<file path="config.mk">
export PLATFORM = sky130hd
export DESIGN_NAME = tsl_tx_link_buffer
export DESIGN_NICKNAME = d
export VERILOG_FILES = /design/src/rtl/tsl_pkg.sv /design/src/rtl/tsl_fs_serializer.sv /design/src/rtl/tsl_tx_link_buffer.sv
export VERILOG_INCLUDE_DIRS = /design/src /design/src/rtl
export SDC_FILE = /design/constraint.sdc
export NUM_CORES = 1
export LEC_CHECK = 0
export BUFFER_PORTS_ARGS = -buffer_cell sky130_fd_sc_hd__buf_4
export CORE_ASPECT_RATIO = 1.1
export CORE_MARGIN = 2
export CORE_UTILIZATION = 60
export CTS_CLUSTER_SIZE = 20
export DETAILED_ROUTE_END_ITERATION = 8
export HOLD_SLACK_MARGIN = 0.08
export PLACE_DENSITY = 0.77
export SYNTH_ARGS = -nofsm -noshare
export SYNTH_HDL_FRONTEND = slang
export SYNTH_SLANG_ARGS = --single-unit
</file>
<file path="constraint.sdc">
create_clock -name clk_sys -period 2.2 [get_ports clk_sys]
set_input_delay 0 -clock clk_sys [delete_from_list [all_inputs] [get_ports clk_sys]]
set_output_delay 0 -clock clk_sys [all_outputs]
set_load 0.01 [all_outputs]
</file>
<file path="src/rtl/tsl_consts.svh">
`ifndef TSL_CONSTS_SVH
`define TSL_CONSTS_SVH

// host access pages
`define TSL_PAGE_FRAMER 4'h0
`define TSL_PAGE_IRQ 4'ha

// direct data ports, low nibble of the channel-relative address
`define TSL_OFS_BUF0_PORT 4'h6
`define TSL_OFS_BUF1_PORT 4'h7

// indirect offsets, framer page
`define TSL_OFS_LINK_CONTROL 8'h13
`define TSL_OFS_TX_LINK_BYTE_COUNT 8'h14

// indirect offsets, interrupt page
`define TSL_OFS_BLOCK_IRQ_ENABLE 8'h00
`define TSL_OFS_IRQ_CONTROL 8'h01
`define TSL_OFS_LINK_STATUS 8'h06
`define TSL_OFS_LINK_IRQ_ENABLE 8'h07

// field positions
`define TSL_BIT_BUF_SELECT 7
`define TSL_BIT_MSG_MODE_EN 7
`define TSL_BIT_PACKET_EN 0
`define TSL_BIT_SOT_STATUS 6
`define TSL_BIT_SOT_ENABLE 6
`define TSL_BIT_LINK_GROUP_EN 3
`define TSL_BIT_CLEAR_ON_READ 0

// reset values
`define TSL_RST_REG8 8'h00

// buffer and message geometry
`define TSL_BUF_DEPTH 96
`define TSL_PTR_FULL 7'h60
`define TSL_MSG_BYTES 7'h06
`define TSL_ELEM_LAST 3'h5
`define TSL_BIT_LAST 3'h5

`endif

</file>
<file path="src/rtl/tsl_pkg.sv">
package tsl_pkg;

  typedef enum logic [1:0] {
    TSL_IDLE = 2'b01,
    TSL_SEND = 2'b10
  } tsl_state_type;

endpackage

</file>
<file path="src/rtl/tsl_fs_serializer.sv">
`timescale 1ns/10ps
`include "tsl_consts.svh"

// walks the six elements of a message, six bits each, lsb first
module tsl_fs_serializer (
  input wire logic clk_sys,
  input wire logic rst,
  input wire logic slot_en,
  input wire logic restart,
  output logic [2:0] elem_idx_q,
  output logic [2:0] bit_idx_q,
  output logic msg_end
);

  assign msg_end = slot_en && (elem_idx_q == `TSL_ELEM_LAST) &&
                   (bit_idx_q == `TSL_BIT_LAST);

  always_ff @(posedge clk_sys or posedge rst) begin
    if (rst) begin
      elem_idx_q <= 3'h0;
      bit_idx_q <= 3'h0;
    end else if (restart || msg_end) begin
      elem_idx_q <= 3'h0;
      bit_idx_q <= 3'h0;
    end else if (slot_en) begin
      if (bit_idx_q == `TSL_BIT_LAST) begin
        bit_idx_q <= 3'h0;
        elem_idx_q <= elem_idx_q + 3'h1;
      end else begin
        bit_idx_q <= bit_idx_q + 3'h1;
      end
    end
  end

endmodule // tsl_fs_serializer

</file>
<file path="src/rtl/tsl_tx_link_buffer.sv">
`timescale 1ns/10ps
`include "tsl_consts.svh"

// Behaviour
// - byte count register bit 7 reads which ping-pong buffer is next free.
// - each buffer has its own data port, offsets 6 and 7.
// - port writes fill transmit buffer; port reads return receive buffer data.
// - first write lands at location 0, later writes advance, up to 96.
// - link irq enable bit 6 gates start-of-transfer interrupt.
// - block irq enable bit 3 gates all data link interrupts.
// - interrupt reaches host only when both enable bits are set.
// - status bit 6 sets when a newly loaded message starts going out; repeats of the last message do not set it.
// - status flag holds until software clears it, by a status read or a write-one.
// - clear-on-read clears flag on read; otherwise write-one clears it.
// - each element goes out lsb first in the alignment bit slots.
// - without a new message the last message repeats for as long as both link control enables stay set.
module tsl_tx_link_buffer (
  input wire logic clk_sys,
  input wire logic rst,
  input wire logic host_wr,
  input wire logic host_rd,
  input wire logic host_direct,
  input wire logic [3:0] host_page,
  input wire logic [7:0] host_addr,
  input wire logic [7:0] host_wdata,
  output logic [7:0] host_rdata_q,
  output logic host_rd_ack_q,
  input wire logic [7:0] rx_msg_byte,
  output logic rx_msg_pop,
  input wire logic fs_slot,
  input wire logic fs_regular,
  output logic superframe_align_bit_q,
  output logic link_irq
);

  logic [7:0] mem_q [2][`TSL_BUF_DEPTH];
  logic [6:0] ptr_q [2];
  logic [1:0] fresh_q;
  logic buf_sel_q;
  logic active_q;
  logic has_msg_q;
  tsl_pkg::tsl_state_type state_q;
  tsl_pkg::tsl_state_type state_d;
  logic [7:0] link_control_q;
  logic [7:0] block_irq_enable_q;
  logic [7:0] link_irq_enable_q;
  logic [7:0] irq_control_q;
  logic tx_start_of_transfer_q;
  logic [2:0] elem_idx;
  logic [2:0] bit_idx;
  logic msg_end;
  logic boundary;
  logic load_new;
  logic tx_enabled;
  logic port_hit;
  logic port_buf;
  logic port_wr;
  logic ind_fr;
  logic ind_irq;
  logic status_rd;
  logic status_wc;
  logic [7:0] rd_mux;

  // register decode
  assign port_hit = host_direct &&
                    (host_addr[3:0] == `TSL_OFS_BUF0_PORT ||
                     host_addr[3:0] == `TSL_OFS_BUF1_PORT);
  assign port_buf = (host_addr[3:0] == `TSL_OFS_BUF1_PORT);
  assign port_wr = host_wr && port_hit;
  assign ind_fr = !host_direct && host_page == `TSL_PAGE_FRAMER;
  assign ind_irq = !host_direct && host_page == `TSL_PAGE_IRQ;
  assign status_rd = host_rd && ind_irq &&
                     host_addr == `TSL_OFS_LINK_STATUS;
  assign status_wc = host_wr && ind_irq &&
                     host_addr == `TSL_OFS_LINK_STATUS &&
                     host_wdata[`TSL_BIT_SOT_STATUS];
  // receive side lives outside; a port read consumes one of its bytes
  assign rx_msg_pop = host_rd && port_hit;

  // both enables needed; the host sets them
  assign tx_enabled = link_control_q[`TSL_BIT_MSG_MODE_EN] &&
                      link_control_q[`TSL_BIT_PACKET_EN];

  tsl_fs_serializer u_ser (
    .clk_sys(clk_sys),
    .rst(rst),
    .slot_en(fs_slot),
    .restart(fs_slot && state_q != tsl_pkg::TSL_SEND),
    .elem_idx_q(elem_idx),
    .bit_idx_q(bit_idx),
    .msg_end(msg_end)
  );

  // decisions are taken only between messages, so a message never tears
  assign boundary = (state_q == tsl_pkg::TSL_SEND) ? msg_end : fs_slot;
  assign load_new = boundary && tx_enabled && fresh_q[buf_sel_q];

  always_comb begin
    state_d = state_q;
    if (boundary) begin
      case (state_q)
        tsl_pkg::TSL_IDLE: begin
          if (tx_enabled && (fresh_q[buf_sel_q] || has_msg_q)) begin
            state_d = tsl_pkg::TSL_SEND;
          end
        end
        tsl_pkg::TSL_SEND: begin
          if (!tx_enabled) begin
            state_d = tsl_pkg::TSL_IDLE;
          end
        end
        default: begin
          state_d = tsl_pkg::TSL_IDLE;
        end
      endcase
    end
  end

  always_ff @(posedge clk_sys or posedge rst) begin
    if (rst) begin
      state_q <= tsl_pkg::TSL_IDLE;
    end else begin
      state_q <= state_d;
    end
  end

  // ping-pong selection
  always_ff @(posedge clk_sys or posedge rst) begin
    if (rst) begin
      buf_sel_q <= 1'b0;
    end else if (load_new) begin
      buf_sel_q <= ~buf_sel_q;
    end
  end

  always_ff @(posedge clk_sys or posedge rst) begin
    if (rst) begin
      active_q <= 1'b0;
    end else if (load_new) begin
      active_q <= buf_sel_q;
    end
  end

  // once anything went out, an idle restart repeats it
  always_ff @(posedge clk_sys or posedge rst) begin
    if (rst) begin
      has_msg_q <= 1'b0;
    end else if (load_new) begin
      has_msg_q <= 1'b1;
    end
  end

  // message storage; data is not reset, software initialises it
  always_ff @(posedge clk_sys) begin
    if (port_wr && ptr_q[port_buf] < `TSL_PTR_FULL) begin
      mem_q[port_buf][ptr_q[port_buf]] <= host_wdata;
    end
  end

  // per-buffer write pointers and completeness flags
  genvar gb;
  generate
    for (gb = 0; gb < 2; gb = gb + 1) begin : g_buf
      logic hit;
      logic take;
      logic rearm;
      assign hit = port_wr && (port_buf == 1'(gb));
      assign take = load_new && (buf_sel_q == 1'(gb));
      // the buffer that just finished sending becomes the free one
      assign rearm = load_new && (buf_sel_q != 1'(gb));

      always_ff @(posedge clk_sys or posedge rst) begin
        if (rst) begin
          ptr_q[gb] <= 7'h00;
        end else if (rearm) begin
          ptr_q[gb] <= 7'h00;
        end else if (hit && ptr_q[gb] < `TSL_PTR_FULL) begin
          ptr_q[gb] <= ptr_q[gb] + 7'h01;
        end
      end

      // a buffer counts as loaded once a whole message is in it
      always_ff @(posedge clk_sys or posedge rst) begin
        if (rst) begin
          fresh_q[gb] <= 1'b0;
        end else if (take || rearm) begin
          fresh_q[gb] <= 1'b0;
        end else if (hit && ptr_q[gb] == `TSL_MSG_BYTES - 7'h01) begin
          fresh_q[gb] <= 1'b1;
        end
      end
    end
  endgenerate

  // outbound alignment bit
  always_ff @(posedge clk_sys or posedge rst) begin
    if (rst) begin
      superframe_align_bit_q <= 1'b0;
    end else if (fs_slot) begin
      if (state_q == tsl_pkg::TSL_SEND) begin
        superframe_align_bit_q <=
          mem_q[active_q][elem_idx][bit_idx];
      end else begin
        superframe_align_bit_q <= fs_regular;
      end
    end
  end

  // start-of-transfer flag, set wins over any clear
  always_ff @(posedge clk_sys or posedge rst) begin
    if (rst) begin
      tx_start_of_transfer_q <= 1'b0;
    end else if (load_new) begin
      tx_start_of_transfer_q <= 1'b1;
    end else if (status_rd && irq_control_q[`TSL_BIT_CLEAR_ON_READ]) begin
      tx_start_of_transfer_q <= 1'b0;
    end else if (status_wc &&
                 !irq_control_q[`TSL_BIT_CLEAR_ON_READ]) begin
      tx_start_of_transfer_q <= 1'b0;
    end
  end

  assign link_irq = tx_start_of_transfer_q &&
                    link_irq_enable_q[`TSL_BIT_SOT_ENABLE] &&
                    block_irq_enable_q[`TSL_BIT_LINK_GROUP_EN];

  // control registers, one process each
  always_ff @(posedge clk_sys or posedge rst) begin
    if (rst) begin
      link_control_q <= `TSL_RST_REG8;
    end else if (host_wr && ind_fr &&
                 host_addr == `TSL_OFS_LINK_CONTROL) begin
      link_control_q <= host_wdata;
    end
  end

  always_ff @(posedge clk_sys or posedge rst) begin
    if (rst) begin
      block_irq_enable_q <= `TSL_RST_REG8;
    end else if (host_wr && ind_irq &&
                 host_addr == `TSL_OFS_BLOCK_IRQ_ENABLE) begin
      block_irq_enable_q <= host_wdata;
    end
  end

  always_ff @(posedge clk_sys or posedge rst) begin
    if (rst) begin
      link_irq_enable_q <= `TSL_RST_REG8;
    end else if (host_wr && ind_irq &&
                 host_addr == `TSL_OFS_LINK_IRQ_ENABLE) begin
      link_irq_enable_q <= host_wdata;
    end
  end

  always_ff @(posedge clk_sys or posedge rst) begin
    if (rst) begin
      irq_control_q <= `TSL_RST_REG8;
    end else if (host_wr && ind_irq &&
                 host_addr == `TSL_OFS_IRQ_CONTROL) begin
      irq_control_q <= host_wdata;
    end
  end

  // read mux; unmapped reads return zero
  always_comb begin
    rd_mux = 8'h00;
    if (port_hit) begin
      rd_mux = rx_msg_byte;
    end else if (ind_fr && host_addr == `TSL_OFS_TX_LINK_BYTE_COUNT) begin
      rd_mux = {buf_sel_q, ptr_q[buf_sel_q]};
    end else if (ind_fr && host_addr == `TSL_OFS_LINK_CONTROL) begin
      rd_mux = link_control_q;
    end else if (ind_irq && host_addr == `TSL_OFS_BLOCK_IRQ_ENABLE) begin
      rd_mux = block_irq_enable_q;
    end else if (ind_irq && host_addr == `TSL_OFS_IRQ_CONTROL) begin
      rd_mux = irq_control_q;
    end else if (ind_irq && host_addr == `TSL_OFS_LINK_STATUS) begin
      rd_mux = 8'h00;
      rd_mux[`TSL_BIT_SOT_STATUS] = tx_start_of_transfer_q;
    end else if (ind_irq && host_addr == `TSL_OFS_LINK_IRQ_ENABLE) begin
      rd_mux = link_irq_enable_q;
    end
  end

  always_ff @(posedge clk_sys or posedge rst) begin
    if (rst) begin
      host_rd_ack_q <= 1'b0;
    end else begin
      host_rd_ack_q <= host_rd;
    end
  end

  // read data holds until the next read
  always_ff @(posedge clk_sys or posedge rst) begin
    if (rst) begin
      host_rdata_q <= `TSL_RST_REG8;
    end else if (host_rd) begin
      host_rdata_q <= rd_mux;
    end
  end

endmodule // tsl_tx_link_buffer

</file>
# Yosys cells after proc, flatten, opt, wreduce, memory -nomap -nowiden
# Memory sizes are Yosys's and may differ from the RTL's.
# Cells that the tools add are included.
[word_totals]
register_bits = 70
ramBits = 1536
input_bits = 35
out_inout_bits = 12
n_memories = 1
[memory_table]
columns = ["memory", "words", "word_bits", "rd", "rd_clocked_by_memory_dff", "write_ports", "line", "source"]
rows = [
  ["mem_q", 2, 768, 1, 0, 1, "tsl_tx_link_buffer.sv:36", "logic [7:0] mem_q [2][`TSL_BUF_DEPTH];"],
]
[op_classes]
addsub = 4
magnitude_cmp = 10
n_eq_ne = 17
mux = 46
bitwise = 6
reduce_logical = 59
[ops]
columns = ["cell", "count"]
rows = [
  ["$mux W768", 1],
  ["$mux W8", 10],
  ["$mux W7", 10],
  ["$demux W8 S7", 1],
  ["$logic_and A1 B1 Y1", 42],
  ["$bmux W8 S4", 1],
  ["$lt A7 B7 Y1 const B", 3],
  ["$mux W3", 6],
  ["$eq A8 B3 Y1 const B", 2],
  ["$eq A8 B5 Y1 const B", 2],
  ["$add A7 B1 Y7 const B", 2],
  ["$eq A7 B3 Y1 const B", 2],
  ["$mux W1", 13],
  ["$reduce_bool A2 Y1", 6],
  ["$eq A4 B3 Y1 const B", 2],
  ["$eq A8 B1 Y1 const B", 1],
  ["$ge A4 B8 Y1 const B", 1],
  ["$ge A8 B8 Y1 const B", 1],
  ["$logic_not A8 Y1", 1],
  ["$lt A8 B1 Y1 const B", 1],
  ["$not A7 Y8", 1],
  ["$add A3 B1 Y3 const B", 2],
  ["$eq A3 B3 Y1 const B", 2],
  ["$ne A2 B2 Y1 const B", 3],
  ["other kinds (18)", 26],
]

# Longest topological paths before layout
[logic_depth]
word_depth = 11
depth_mapped = 8
depth_no_buf = 7

# By module
# Synthesis repeated with hierarchy kept, for this count alone.
[hier_totals]
cells_unflattened = 578
hier_area_um2 = 8723.4
[by_module_without_submodules]
columns = ["module", "n_inst", "cells_per_inst", "area_per_inst_um2", "seq_area_each_um2"]
rows = [
  ["tsl_tx_link_buffer", 1, 546, 8400.6, 5446.5],
  ["tsl_fs_serializer", 1, 32, 322.8, 150.1],
]

# Worst setup path after synthesis
# Ideal clock, no wire load.
[synth_timing]
path_kind = "register to register"
startpoint = "register ptr_q[3] (netlist name)"
endpoint = "memory mem_q[1][712] (netlist name) (enable)"
arrival_time_ps = 1562
t_required_ps = 1830
path_slack_ps = 268
stages_incl_launch_ff = 5
synth_period_minus_slack_ps = 1932
path_cell_list = "dfrtp_1 nor4_1 nand3_1 or3_1 nor2_1"
[synth_via]
elab_chain_cells = 9
word_cells_on_any_way = 13
cone_classes = "order compare (3); mux (7); bitwise (1); reduce/logical (2)"
[synth_lines]
columns = ["element", "line", "source"]
rows = [
  ["start: declaration", "tsl_tx_link_buffer.sv:37", "logic [6:0] ptr_q [2];"],
  ["start signal: indexed assignment", "tsl_tx_link_buffer.sv:178", "ptr_q[gb] <= ptr_q[gb] + 7'h01;"],
  ["$mux W7 (implied by the code) (*) (3 in a row)", "tsl_tx_link_buffer.sv:155, tsl_tx_link_buffer.sv:156", ""],
  ["$not A7 Y8 (implied by the code)", "tsl_tx_link_buffer.sv:156", "mem_q[port_buf][ptr_q[port_buf]] <= host_wdata;"],
  ["$ge A8 B8 Y1 (implied by the code) or $lt A8 B1 Y1 (tied branches)", "tsl_tx_link_buffer.sv:156", ""],
  ["$logic_and A1 B1 Y1 (implied by the code)", "tsl_tx_link_buffer.sv:156", ""],
  ["$mux W8 (implied by the code)", "tsl_tx_link_buffer.sv:156", ""],
  ["$demux W8 S7", "tsl_tx_link_buffer.sv:156", ""],
  ["$mux W768 (implied by the code) (*)", "tsl_tx_link_buffer.sv:156", ""],
  ["end: declaration", "tsl_tx_link_buffer.sv:36", ""],
]
# Every way passes the cells marked *; elsewhere a longest branch is shown, timed or not. The select of a mux whose other input is x is not followed.

# Worst setup path in the final report
[layout_timing]
startpoint = "register active_q"
endpoint = "register superframe_align_bit_q"
[layout_via]
elab_chain_cells = 7
[layout_lines]
columns = ["element", "line", "source"]
rows = [
  ["start: declaration", "tsl_tx_link_buffer.sv:40", "logic active_q;"],
  ["start signal: assignment", "tsl_tx_link_buffer.sv:140", "active_q <= buf_sel_q;"],
  ["$mem_v2 Z2 W768", "-", ""],
  ["$bmux W8 S4", "tsl_tx_link_buffer.sv:202", "mem_q[active_q][elem_idx][bit_idx];"],
  ["$mux W8 (implied by the code) (2 in a row)", "tsl_tx_link_buffer.sv:202", ""],
  ["$bmux W1 S3", "tsl_tx_link_buffer.sv:202", ""],
  ["$mux W1 (implied by the code)", "tsl_tx_link_buffer.sv:202", ""],
  ["$mux W1", "tsl_tx_link_buffer.sv:200", "if (state_q == tsl_pkg::TSL_SEND) begin"],
  ["end signal: assignment", "tsl_tx_link_buffer.sv:201", "superframe_align_bit_q <="],
  ["end signal: assignment", "tsl_tx_link_buffer.sv:204", "superframe_align_bit_q <= fs_regular;"],
  ["end: declaration", "tsl_tx_link_buffer.sv:32", "output logic superframe_align_bit_q,"],
]
# No other way between the ends. The select of a mux whose other input is x is not followed.
# A chain may end at the register's enable or synchronous reset.

==> summary.md <==
| Metric | Value |
|---|---|
| Worst hold slack | 0.140 ns |
| Setup-failing EPs final | 0 |
| Met3 usage | 0.0516 |
| Max-slew headroom | 0.618 |
| Die width | 120 um |
| Worst slew pin tran | 0.559 ns |
| Max-cap viol count | 0 |
| Setup TNS | 0 ns |
| Die area | 15,800 um2 |
| Synth Flop Type | edfxtp_1 |
| Hold Path Class | in2reg |
| FF-to-FF setup slack | 0.17 ns |
| Cell accounting for the most synthesized area | edfxtp_1 |
| Vias in the first global route | 5,806 |
| Top cell type's share of synthesized area | 0.433 |
| Total GRT Usage | 0.273 |
| Netlist Area Pre-Place | 8880 um2 |
| H-tree levels | 4 |
| Worst vdd ir | 0.617 mV |
| Leak pwr | 4.00 nW |
| Dpl ws | 0.104 ns |
| Iteration-0 DRC Markers | 631 |
| Initial antenna violation count | 0 |
| Vias | 5,807 |
| Hold Path Depth | 5 |
| Netlist cell types | 63 |
| Drt total wl | 20.5 mm |
| CTS tree | done |
| IO Pins | 47 |
| Clock latency on the worst-skew pair | 0.43 ns |
| Max-slew violations | 0 |
| Layout Area Growth over Synthesis | 17.6% |
| Unrepaired setup endpoints after global routing | false |
| Avg WL per Cell | 21.9 um |
| Global routing usage on met2 | 0.427 |
| PwrDens | 741 nW/um2 |
| Largest net degree at the start of global routing | 50 |
| First-pass GRT wire length | 32.3 mm |
| ANT nets after route | 0 |
| Fmax | 492 MHz |
| Most crowded layer after global routing | met2 |
| Synth Warn # | 0 |
| Starting Density | 0.615 |
| Reg-to-Reg End | superframe_align_bit_q |
| Synth top area cells | edfxtp_1 (43%), dfrtp_1 (19%), mux4_2 (7.4%) |
| WS Path Type | reg2reg |
| Clock Tree Root | clkbuf_16 |
| #FFs+latches synth | 198 |
| Hold path startpoint | host_addr[7] |
| Post-synth top cells | edfxtp_1 (128), dfrtp_1 (69), nor2_1 (60) |
| Critical path launch point type | flop |
| EDFF count, synth | 128 |
| CTS clock-pin slew for the worst setup and hold paths | 0.07 ns |
| Clock skew | 0.00715 ns |
| Tcrit/Tclk final | 0.923 |
| Hold path endpoint | host_rdata_q[6] |
| # diodes | 0 |
| Fin. Hold Viols | 0 |
| Outcome | complete, no violations |
| Clock sink total | 198 |
| CP Capture Type | flop |
| Hpwl dp | 13.7 mm |
| Die Height | 132 um |
| M1 GR Usage | 0.384 |
| Minimum clock period | 2.03 ns |
| Core area | 14,400 um2 |
| Remaining DRCs | 0 |
| Ys async rst share | 0.354 |
| Syn Inst Count | 633 |
| FF-to-FF Start | active_q |
| Final worst setup slack | 0.169 ns |
| Post-synthesis sequential area ratio | 0.630 |
| CP Data Arrival Time | 2.34 ns |
| Cell Rows | 46 |
| Total gr overflow | 0 |
| GPL Wtd Cong | 0.895 |
| Pre-Repair DR Iteration Count | 6 |
| Core Util, Final | 0.723 |
| Most frequent cell after synthesis | edfxtp_1 |
| Post-synthesis net count | 674 |
| Longest Clk Path Bufs | 2 |
| R2R depth | 6 |
| Cts bufs inserted | 17 |
| Nets@finish | 771 |
| Drt via density | 6.21 |
| Layout cells sized above 1 | 0.269 |
| CP Max Fanout | 8 |
| WP data required | 2.51 ns |
| Port bufs | 46 |
| Synth Area per Inst | 14.0 um2 |
==> logic make-up (layout without fill, tap and decap cells) <==
| group | count (synthesis) | count (layout) | share of synthesized area |
|---|---|---|---|
| compound gates | 98 | 98 | 0.0704 |
| xor+xnor | 10 | 10 | 0.00986 |
| fa+ha+maj | 6 | 6 | 0.00845 |
| buf+inv | 44 | 154 | 0.0251 |
| flops | 198 | 198 | 0.630 |
| mux | 79 | 79 | 0.135 |
| simple gates | 198 | 198 | 0.121 |
==> registers in the layout (all words and copies together), names as in the netlist <==
signal / cells
mem_q: 128
ptr_q: 14
block_irq_enable_q: 8
host_rdata_q: 8
irq_control_q: 8
link_control_q: 8
link_irq_enable_q: 8
u_ser.bit_idx_q: 3
u_ser.elem_idx_q: 3
fresh_q: 2
state_q: 2
active_q: 1
buf_sel_q: 1
has_msg_q: 1
host_rd_ack_q: 1
superframe_align_bit_q: 1
tx_start_of_transfer_q: 1
==> through the flow <==
stage	instance area (um2)	power, mW	cells
6_report	10400	7.74	935
5_1_grt	10400	7.95	935
4_1_cts	10400	7.76	933
3_5_place_dp	9620	4.71	880
3_3_place_gp	9620	4.67	880
2_1_floorplan	8880	4.45	633
==> what timing repair did <==
action	CTS	global route
hold endpoints to repair	252	0
setup endpoints to repair	0	1
gates resized for setup	0	1
buffers inserted	0	2
hold buffers	21	0
==> worst max-delay path: stages, from the launching register on <==
cell	delay, ns
dfrtp_2	0.49
buf_4	0.22
mux4_2	0.53
a22oi_1	0.25
a311oi_1	0.14
o22ai_1	0.16
a32oi_1	0.12
==> layout make-up <==
class	count	area, um2
Clock inverter	11	98.8
Fill cell	882	4000
Tap cell	192	240
Timing Repair Buffer	110	903
Clock buffer	21	493
Sequential cell	198	5600
Multi-Input combinational cell	391	3070
Inverter	12	45.0
==> power by group <==
part	total, mW	internal [mW]	switching [mW]	leakage (nW)
logic	0.536	0.215	0.321	1.62
clock network	3.07	1.66	1.41	0.297
registers	4.13	4.03	0.0970	2.09
total	7.74	5.91	1.83	4.00
==> placed cells by master (no fill, tap or decap), types with 4 or more instances in the layout <==
master	instances
and3_1	5
nand3b_1	10
nor4_1	5
nand3_1	11
nand4_1	6
a21oi_1	34
xor2_1	4
nor4_4	4
edfxtp_1	128
a21o_1	9
mux2i_1	17
buf_4	87
dlygate4sd3_1	21
xnor2_1	6
inv_6	4
clkbuf_16	19
o21ai_0	16
mux4_2	29
dfrtp_1	68
mux2_2	30
nor2_1	60
inv_1	10
a31oi_1	10
nand2b_1	13
inv_8	4
a32oi_1	8
nor2b_1	5
nor3_1	6
ha_1	6
nand2_1	47
==> worst max path at each step <==
| stage | from | end | cells past startpoint | slack (ns) |
|---|---|---|---|---|
| final | active_q | superframe_align_bit_q | 6 | 0.17 |
| after global routing | active_q | superframe_align_bit_q | 6 | 0.005 |
| after CTS | active_q | superframe_align_bit_q | 6 | 0.09 |
| after detailed placement | active_q | superframe_align_bit_q | 6 | 0.10 |
| after global placement | active_q | superframe_align_bit_q | 6 | 0.17 |
| after floorplan | ptr_q[3] | mem_q[1][712] | 4 | 0.27 |
==> layer usage <==
metal / up-vias / part of all wire
met1: 2936 / 0.41
met3: 45 / 0.066
li1: 2599 / -
met5: - / 0
met4: 0 / 0.026
met2: 227 / 0.50
(Power assumes the default switching activity.)
